File: src/core/etsc_params.svh
// Constants for the event time stamp capture block: widths, timing figures and reset values.
// Assumes inclusion by bare name from the design file and the package.
`ifndef ETSC_PARAMS_SVH
`define ETSC_PARAMS_SVH

// ****************************************************************
// Widths
// ****************************************************************
// Full word width of time and event data.
`define ETSC_WORD_W      32
// Short-word width used when the short-word mode is selected.
`define ETSC_SHORT_W     16
// Width of the fine interpolator code.
`define ETSC_FINE_W      5

// ****************************************************************
// Timing figures
// ****************************************************************
// Coarse time resolution in picoseconds.
`define ETSC_COARSE_PS   2000
// Fine interpolator resolution in picoseconds.
`define ETSC_FINE_PS     200
// Clock period of this implementation in picoseconds.
`define ETSC_CLK_PS      5000
// Coarse ticks added to the time counter per clock cycle, at least one.
`define ETSC_TICKS_PER_CLK ((`ETSC_CLK_PS / `ETSC_COARSE_PS) < 1 ? 1 : (`ETSC_CLK_PS / `ETSC_COARSE_PS))

// ****************************************************************
// Reset values
// ****************************************************************
`define ETSC_CNT_RST     32'h0000_0000
`define ETSC_FINE_RST    5'h00

`endif

File: src/core/etsc_pkg.sv
// Types shared by the event time stamp capture block.
// Assumes the parameter header sits on the include path.
`default_nettype none
`include "etsc_params.svh"
package etsc_pkg;
   // Kind of record presented on the sample output.
   typedef enum logic [1:0] {
      ETSC_REC_START,
      ETSC_REC_STOP,
      ETSC_REC_ARM,
      ETSC_REC_EVENT
   } etsc_rec_t;
   // Capture machine state.
   typedef enum logic [1:0] {
      ETSC_IDLE,
      ETSC_WAIT_START,
      ETSC_WAIT_STOP
   } etsc_state_t;
endpackage
`default_nettype wire

File: src/core/etsc_capture.sv
// Event time stamp capture: free-running time and event counters, fine code capture and sample records.
// Assumes trigger pins are already slope/level qualified edges from comparators outside this block.
// Functional notes
// - Measure fine interval to next coarse pulse; here fine_code_i comes in from outside
// - Report five-bit unsigned fine code with time
// - Time counter increments every clock cycle
// - Output 32-bit time, 16-bit in short mode
// - Count every event, skip unstampable time
// - Increment event counter once per trigger
// - Stamp the instant a block is armed
// - Capture on arm then event, or arm alone
// - Start sample on start, stop on stop
// - Samples pair counts; arm samples lack count
// - Counters wrap to zero without stopping
// - Output 32-bit event count, 16-bit short
// - Extended mode adds event counts to output
`default_nettype none
`include "etsc_params.svh"
module etsc_capture (
   input  wire logic                      sys_clk_i,     // System clock, 200 MHz.
   input  wire logic                      nrst_i,        // Asynchronous reset, active low.
   input  wire logic                      start_trig_i,  // Start channel trigger level, asynchronous.
   input  wire logic                      stop_trig_i,   // Stop channel trigger level, asynchronous.
   input  wire logic [`ETSC_FINE_W-1:0]   fine_code_i,   // Interpolator code, sampled with the trigger.
   input  wire logic                      arm_i,         // Block arm request, asynchronous level.
   input  wire logic                      arm_stamp_en_i,// Stamp the block arm instant, asynchronous.
   input  wire logic                      arm_alone_i,   // Arm alone starts timing, asynchronous.
   input  wire logic                      short_mode_i,  // Short-word output, asynchronous.
   input  wire logic                      ext_mode_i,    // Extended records with counts, asynchronous.
   output logic                           smp_valid_o,   // One-cycle pulse, a record is presented.
   output logic [`ETSC_WORD_W-1:0]        smp_time_o,    // Coarse time count of the record.
   output logic [`ETSC_FINE_W-1:0]        smp_fine_o,    // Fine code of the record.
   output logic [`ETSC_WORD_W-1:0]        smp_event_o,   // Event count of the record.
   output logic                           smp_has_evt_o, // Record carries an event count.
   output logic [1:0]                     smp_kind_o,    // Record kind, see etsc_rec_t.
   output logic                           missed_o       // One-cycle pulse, an event went unstamped.
);

   // ****************************************************************
   // Input synchronisers
   // ****************************************************************
   // Every asynchronous input except the reset passes two flops; only the second stage is read.
   localparam int NSYNC = 7;
   logic [NSYNC-1:0] sync1_q, sync2_q, sync_d;
   logic [NSYNC-1:0] async_in;
   logic [`ETSC_FINE_W-1:0] fine1_q, fine2_q;
   assign async_in = {start_trig_i, stop_trig_i, arm_i, arm_stamp_en_i, arm_alone_i, short_mode_i, ext_mode_i};

   // Next values of the synchroniser chain.
   always_comb begin
      sync_d = async_in;
   end

   // Two-stage chain, also carrying the interpolator code so it aligns with the trigger edge.
   always_ff @(posedge sys_clk_i or negedge nrst_i) begin
      if (!nrst_i) begin
         sync1_q <= '0;
         sync2_q <= '0;
         fine1_q <= `ETSC_FINE_RST;
         fine2_q <= `ETSC_FINE_RST;
      end else begin
         sync1_q <= sync_d;
         sync2_q <= sync1_q;
         fine1_q <= fine_code_i;
         fine2_q <= fine1_q;
      end
   end

   // Named views of the synchronised levels.
   logic start_s, stop_s, arm_s, armst_s, armal_s, short_s, ext_s;
   assign {start_s, stop_s, arm_s, armst_s, armal_s, short_s, ext_s} = sync2_q;

   // ****************************************************************
   // Edge detection
   // ****************************************************************
   // Previous synchronised levels, so each trigger yields exactly one event.
   logic start_prev_q, stop_prev_q, arm_prev_q;
   logic start_prev_d, stop_prev_d, arm_prev_d;
   logic start_ev, stop_ev, arm_ev;

   // Rising edges of the qualified triggers.
   always_comb begin
      start_prev_d = start_s;
      stop_prev_d  = stop_s;
      arm_prev_d   = arm_s;
      start_ev     = start_s & ~start_prev_q;
      stop_ev      = stop_s & ~stop_prev_q;
      arm_ev       = arm_s & ~arm_prev_q;
   end

   // Edge history registers.
   always_ff @(posedge sys_clk_i or negedge nrst_i) begin
      if (!nrst_i) begin
         start_prev_q <= 1'b0;
         stop_prev_q  <= 1'b0;
         arm_prev_q   <= 1'b0;
      end else begin
         start_prev_q <= start_prev_d;
         stop_prev_q  <= stop_prev_d;
         arm_prev_q   <= arm_prev_d;
      end
   end

   // ****************************************************************
   // Free-running counters
   // ****************************************************************
   // Time counter in coarse ticks; event counter counts every trigger.
   logic [`ETSC_WORD_W-1:0] time_q, time_d, evt_q, evt_d;
   logic [1:0]              evt_inc;

   // Next counter values.
   always_comb begin
      time_d  = time_q + `ETSC_WORD_W'(`ETSC_TICKS_PER_CLK);
      evt_inc = {1'b0, start_ev} + {1'b0, stop_ev};
      evt_d   = evt_q + `ETSC_WORD_W'(evt_inc);
   end

   // Counter registers; they never stop, so the host corrects rollovers.
   always_ff @(posedge sys_clk_i or negedge nrst_i) begin
      if (!nrst_i) begin
         time_q <= `ETSC_CNT_RST;
         evt_q  <= `ETSC_CNT_RST;
      end else begin
         time_q <= time_d;
         evt_q  <= evt_d;
      end
   end

   // ****************************************************************
   // Capture state machine and record output
   // ****************************************************************
   // Waits for arm, then a start event, then a stop event. An arm alone can also start timing.
   etsc_pkg::etsc_state_t st_q, st_d;
   logic                      v_d, v_q, he_d, he_q, ms_d, ms_q;
   logic [`ETSC_WORD_W-1:0]   t_d, t_q, e_d, e_q;
   logic [`ETSC_FINE_W-1:0]   f_d, f_q;
   logic [1:0]                k_d, k_q;
   logic                      take;
   etsc_pkg::etsc_rec_t       kind;

   // Next state and record. Only one record per cycle can be issued; a second start or stop event in the
   // same cycle is counted but not stamped, and is flagged as missed unless it comes alone beside an arm record.
   always_comb begin
      st_d = st_q;
      take = 1'b0;
      kind = etsc_pkg::ETSC_REC_EVENT;
      ms_d = 1'b0;
      case (st_q)
         etsc_pkg::ETSC_IDLE: begin
            if (arm_ev) begin
               st_d = armal_s ? etsc_pkg::ETSC_WAIT_STOP : etsc_pkg::ETSC_WAIT_START;
               take = armst_s | armal_s;
               kind = etsc_pkg::ETSC_REC_ARM;
            end
         end
         etsc_pkg::ETSC_WAIT_START: begin
            if (start_ev) begin
               st_d = etsc_pkg::ETSC_WAIT_STOP;
               take = 1'b1;
               kind = etsc_pkg::ETSC_REC_START;
            end
         end
         etsc_pkg::ETSC_WAIT_STOP: begin
            if (stop_ev) begin
               st_d = etsc_pkg::ETSC_IDLE;
               take = 1'b1;
               kind = etsc_pkg::ETSC_REC_STOP;
            end
         end
         default: begin
            st_d = etsc_pkg::ETSC_IDLE;
         end
      endcase
      ms_d = ((start_ev | stop_ev) & ~take) | (start_ev & stop_ev);
      v_d  = take;
      t_d  = short_s ? {16'h0000, time_q[`ETSC_SHORT_W-1:0]} : time_q;
      f_d  = fine2_q;
      he_d = take & ext_s & (kind != etsc_pkg::ETSC_REC_ARM);
      e_d  = !he_d ? 32'h0000_0000 : (short_s ? {16'h0000, evt_q[`ETSC_SHORT_W-1:0]} : evt_q);
      k_d  = kind;
      if (!take) begin
         t_d = t_q;
         f_d = f_q;
         e_d = e_q;
         k_d = k_q;
         he_d = he_q;
      end
   end

   // Record registers feed the outputs directly.
   always_ff @(posedge sys_clk_i or negedge nrst_i) begin
      if (!nrst_i) begin
         st_q <= etsc_pkg::ETSC_IDLE;
         v_q  <= 1'b0;
         ms_q <= 1'b0;
         he_q <= 1'b0;
         t_q  <= `ETSC_CNT_RST;
         e_q  <= `ETSC_CNT_RST;
         f_q  <= `ETSC_FINE_RST;
         k_q  <= 2'h0;
      end else begin
         st_q <= st_d;
         v_q  <= v_d;
         ms_q <= ms_d;
         he_q <= he_d;
         t_q  <= t_d;
         e_q  <= e_d;
         f_q  <= f_d;
         k_q  <= k_d;
      end
   end

   assign smp_valid_o   = v_q;
   assign smp_time_o    = t_q;
   assign smp_fine_o    = f_q;
   assign smp_event_o   = e_q;
   assign smp_has_evt_o = he_q;
   assign smp_kind_o    = k_q;
   assign missed_o      = ms_q;
endmodule
`default_nettype wire

File: config.mk
export PLATFORM = sky130hd
export DESIGN_NAME = etsc_capture
export DESIGN_NICKNAME = d
export VERILOG_FILES = /design/src/core/etsc_pkg.sv /design/src/core/etsc_capture.sv
export VERILOG_INCLUDE_DIRS = /design/src /design/src/core
export SDC_FILE = /design/constraint.sdc
export NUM_CORES = 1
export LEC_CHECK = 0
export BUFFER_PORTS_ARGS = -buffer_cell sky130_fd_sc_hd__buf_2
export CAP_MARGIN = 15
export CORE_MARGIN = 4
export CORE_UTILIZATION = 38
export CTS_CLUSTER_SIZE = 25
export DETAILED_ROUTE_END_ITERATION = 8
export GPL_ROUTABILITY_DRIVEN = 0
export SLEW_MARGIN = 15
export SYNTH_ARGS = -nofsm -noshare
export SYNTH_HDL_FRONTEND = slang
export SYNTH_SLANG_ARGS = --single-unit
export TNS_END_PERCENT = 20
File: constraint.sdc
create_clock -name sys_clk_i -period 2.85 [get_ports sys_clk_i]
set_clock_uncertainty 0.2 [all_clocks]
set_input_delay 0.4275 -clock sys_clk_i [delete_from_list [all_inputs] [get_ports sys_clk_i]]
set_output_delay 0.4275 -clock sys_clk_i [all_outputs]
set_load 0.01 [all_outputs]
# Yosys cells after proc, flatten, opt, wreduce, memory -nomap -nowiden
# Cells that the tools add are included.
# word_totals
ff_bits	167
elab_cells	58
out_inout_bits	74
input_bits	14
# op_classes
n_reduce_logical	2
addsub	3
muxes	16
n_eq_ne	6
bitwise	14
# ops
op	count
two-way mux 32 bit	3
adder 32 x 2 -> 32 bit	1
adder 32 x 2 -> 32 bit (second input constant)	1
two-way mux 2 bit	6
one-hot mux 2 bit (3 select lines)	2
inequality test 2 bit (second input constant)	4
AND 1 bit	7
two-way mux 1 bit	4
NOT 1 bit	4
bitwise OR 1 bit	3
one-hot mux 1 bit (3 select lines)	1
AND reduction 3 bit	1
adder 1 x 1 -> 2 bit	1
equality test 2 x 1 -> 1 bit (second input constant)	1
equality test 2 bit (second input constant)	1
logical NOT 2 bit	1

# Depth between registers and ports, before layout
# depth
depth_word	7
depth_mapped	9

# Least setup slack after synthesis
# OpenSTA, ideal clock, no wires.
# synth_path
kind	reg2reg
start	register start_prev_q
end	register evt_q[26]
stages_incl_launch_ff	10
path_buffers	0
t_arrival_ns	2.165
slack_ns	0.362
required_ns	2.526
synth_period_minus_slack_ns	2.488
path_cell_list	dfrtp_1 -> nor2b_1 -> xor2_1 -> ha_1 -> or2_2 -> ha_1 -> nand2_1 -> nor4_2 -> nand4_1 -> xnor2_1
# synth_via
elab_chain_len	4
# synth_lines
item	line	rtl
start, declared	etsc_capture.sv:77	logic start_prev_q, stop_prev_q, arm_prev_q;
start signal, assigned	etsc_capture.sv:98	start_prev_q <= start_prev_d;
NOT 1 bit	etsc_capture.sv:86	start_ev = start_s & ~start_prev_q;
AND 1 bit	etsc_capture.sv:86	
adder 1 x 1 -> 2 bit	etsc_capture.sv:114	evt_inc = {1'b0, start_ev} + {1'b0, stop_ev};
adder 32 x 2 -> 32 bit	etsc_capture.sv:115	evt_d = evt_q + `ETSC_WORD_W'(evt_inc);
named net evt_d[26]	etsc_capture.sv:108	logic [`ETSC_WORD_W-1:0] time_q, time_d, evt_q, evt_d;
end signal, assigned	etsc_capture.sv:122	evt_q <= `ETSC_CNT_RST;
end signal, assigned	etsc_capture.sv:125	evt_q <= evt_d;
end, declared	etsc_capture.sv:108	
# The timed path passes the listed nets, and every way through them passes these cells.
# A chain may end at the register's enable or synchronous reset.

# Final worst setup path
# layout_path
start	register sync2_q[6]
end	register evt_q[26]
# layout_via
elab_chain_len	3
# layout_lines
item	line	rtl
start, declared	etsc_capture.sv:44	logic [NSYNC-1:0] sync1_q, sync2_q, sync_d;
start signal, assigned	etsc_capture.sv:63	sync2_q <= sync1_q;
AND 1 bit	etsc_capture.sv:86	
adder 1 x 1 -> 2 bit	etsc_capture.sv:114	
adder 32 x 2 -> 32 bit	etsc_capture.sv:115	
named net evt_d[26]	etsc_capture.sv:108	
# The timed path passes the listed nets, and every way through them passes these cells.

==> flow_summary.ini <==
[setup_path]
r2r_cells = 10
start_kind = flop
slowest_delay_ns = 0.36
r2r-end = evt_q[26]
path_class = flop to flop
cp_slowest_cell = dfrtp_1
rrSetupSlack_ns = 0.35
end_kind = flop
crit_chain = nor2b_1 > xor2_1 > ha_1 > or2_2 > ha_1 > nand2_1 > nor4_2 > buf_4 > nand4_1 > xnor2_1
r2r_start = sync2_q[6]
critPathMostFrequentCell = ha_1
cp-endpoint = evt_q[26]
crit_fanout = 10
crit_start = sync2_q[6]
critPathRequiredTime_ns = 2.95
cp.arrival_ns = 2.59

[layout]
layout_commonest_cell = dfrtp_1
syn2layout_area_growth_pct = 22.7
layout.nets = 601
layout_common_cells = dfrtp_1 (165), buf_2 (85), xnor2_1 (46), mux2_2 (36), a22o_1 (32)
drive_gt1_frac = 0.290
postLayoutCoreUtil = 0.475
postLayoutCellArea_mm2 = 0.00787
antenna_cells = 0
final_cells = 816

[timing]
fmaxAchievable_ghz = 0.400
fin_tns_setup_ns = 0
finalWorstPathRequiredPeriod_ns = 2.50
final_hold_viol_count = 0
slew_headroom = 0.520
tightest_slew_ns = 0.714
setup_viol = 0
rsz0062_at_grt = false
slew_viol_final = 0
period_share = 0.876
layout_setup_ws_ns = 0.352
fin_hold_ws_ns = 0.141

[job]
max_cap_viol_count = 0

[die]
io_pins = 88
fp.coreArea_mm2 = 0.0166
start_util = 0.387
rows = 47
die_y_um = 138
dieArea_mm2 = 0.0190
die_w_um = 138

[cts]
clkTransAtPathRegs_ns = 0.06
clockBufferDepth = 2
cts_tree = yes
cts_made_buffers = 17
cts_root_buf = clkbuf_16
cts_max_level = 4
clk-insertion-delay-late_ns = 0.42
cts_sinks = 165

[logic_synthesis]
yosys.area.top_type = dfrtp_1
ys_warn_count = 0
synth_nets = 487
synth.top_cell.area_share = 0.644
synthFlopType = dfrtp_1
async_reset_ff_frac = 1.00
netlist_instances = 470
synthTopCellsByArea = dfrtp_1 (64%), mux2_2 (6.3%), xnor2_1 (6.3%)
ys_ff_latch = 165
synth_cell_types = 42
syn_area_mm2 = 0.00641
synth-edff-count = 0
yosysSeqAreaShare = 0.644
avgSynthCellArea_um2 = 13.6

[worst_hold_path]
hp-class = flop to flop
min_from = sync1_q[5]

[route]
drt_iter0_drc = 179
wl_per_cell_um = 15.2
drtAntennaViolNets = 0
viasPerCell = 4.84
totalWireLength_mm = 12.4
vias = 3951
first_pass_iters = 4
drc = 0

[global_route]
antenna_found_initial = 0
grt_first_pass_wirelength_mm = 20.9
grt_max_degree = 61
grt.total_usage = 0.142
globalRouteOverflowTotal = 0
grt_pass1_vias = 4161

[pwr]
power.total_mw = 5.68
vdd.ir_drop.worst_v = 0.000401
power.density_mw_per_mm2 = 722
cellLeakagePower_nw = 3.88

[placed_design]
place_area_mm2 = 0.00716
dp_slack_ns = 0.358
hpwl_mm = 8.34
portBuffers = 86
dp_cells = 772

[outcome]
outcome = complete, no violations
[final cells by class]
type,count,area (um^2)
Clock buffer,21,450
Clock inverter,10,131
Fill cell,1531,8710
Inverter,7,26.3
Multi-Input combinational cell,283,2180
Sequential cell,165,4130
Tap cell,220,275
Timing Repair Buffer,110,674
[state kept, by name, indices dropped and copies added (netlist names)]
name / flops
st_q: 2
evt_q: 32
fine1_q: 5
arm_prev_q: 1
smp_event_o: 32
smp_has_evt_o: 1
sync1_q: 7
smp_kind_o: 2
time_q: 31
missed_o: 1
fine2_q: 5
start_prev_q: 1
smp_fine_o: 5
smp_valid_o: 1
sync2_q: 7
stop_prev_q: 1
smp_time_o: 31
[synth_stat cells (all sizes together), types with 4 or more instances]
library cell    n
dfrtp         165
xnor2          46
mux2           36
a22o           32
nand3          30
nand4          24
nand2          19
nor2b          19
xor2           14
nor2           12
buf            10
inv             7
nor4            7
and3            6
and2            5
clkbuf          5
nor3            5
and4            4
[worst min path at each step]
| stage | end | slack [ns] | cells after the start |
|---|---|---|---|
| after floorplan | arm_prev_q | -0.07 | 0 |
| after global placement | fine2_q[4] | 0.13 | 0 |
| after detailed placement | fine2_q[3] | 0.14 | 0 |
| after CTS | fine2_q[3] | 0.15 | 0 |
| after global routing | fine2_q[0] | 0.16 | 0 |
| final | sync2_q[5] | 0.14 | 0 |
[worst max-delay path, delay by kind of cell, from the launching register on]
kind | cells | cell delay, ns
AND/OR/NAND/NOR | 5 | 0.84
adder cells (fa/ha/maj) | 2 | 0.40
buffers and inverters | 1 | 0.22
XOR/XNOR | 2 | 0.35
flip-flops | 1 | 0.36
[power by group]
group          total, mW  switching (mW)  internal (mW)
sequential          2.71           0.160           2.55
combinational      0.709           0.376          0.333
clock               2.26           0.875           1.39
total               5.68            1.41           4.27
[layer usage]
layer,up-vias,part of all wire,global-route usage
met5,-,0,0
met4,0,0.015,0.0554
met3,14,0.039,0.0363
met2,81,0.48,0.230
met1,1967,0.46,0.184
li1,1889,-,-
[repair_timing]
item	in CTS	in global routing
setup endpoints to repair	0	0
gates resized for setup	0	0
hold buffers	13	0
setup buffers	0	0
hold endpoints to repair	68	0
[kinds of logic (layout without fill, tap and decap cells)]
| logic type | count (synthesis) | after routing | share of synthesized area |
|---|---|---|---|
| buffers and inverters | 22 | 148 | 0.0172 |
| DFF | 165 | 165 | 0.644 |
| other | 1 | 1 | 0.000585 |
| xor gates and xnor gates | 60 | 60 | 0.0819 |
| AOI/OAI and AO/OA | 40 | 40 | 0.0527 |
| and+or+nand+nor | 142 | 142 | 0.133 |
| adders and majority gates | 4 | 4 | 0.00741 |
| muxes | 36 | 36 | 0.0632 |
(Power assumes the default switching activity.)
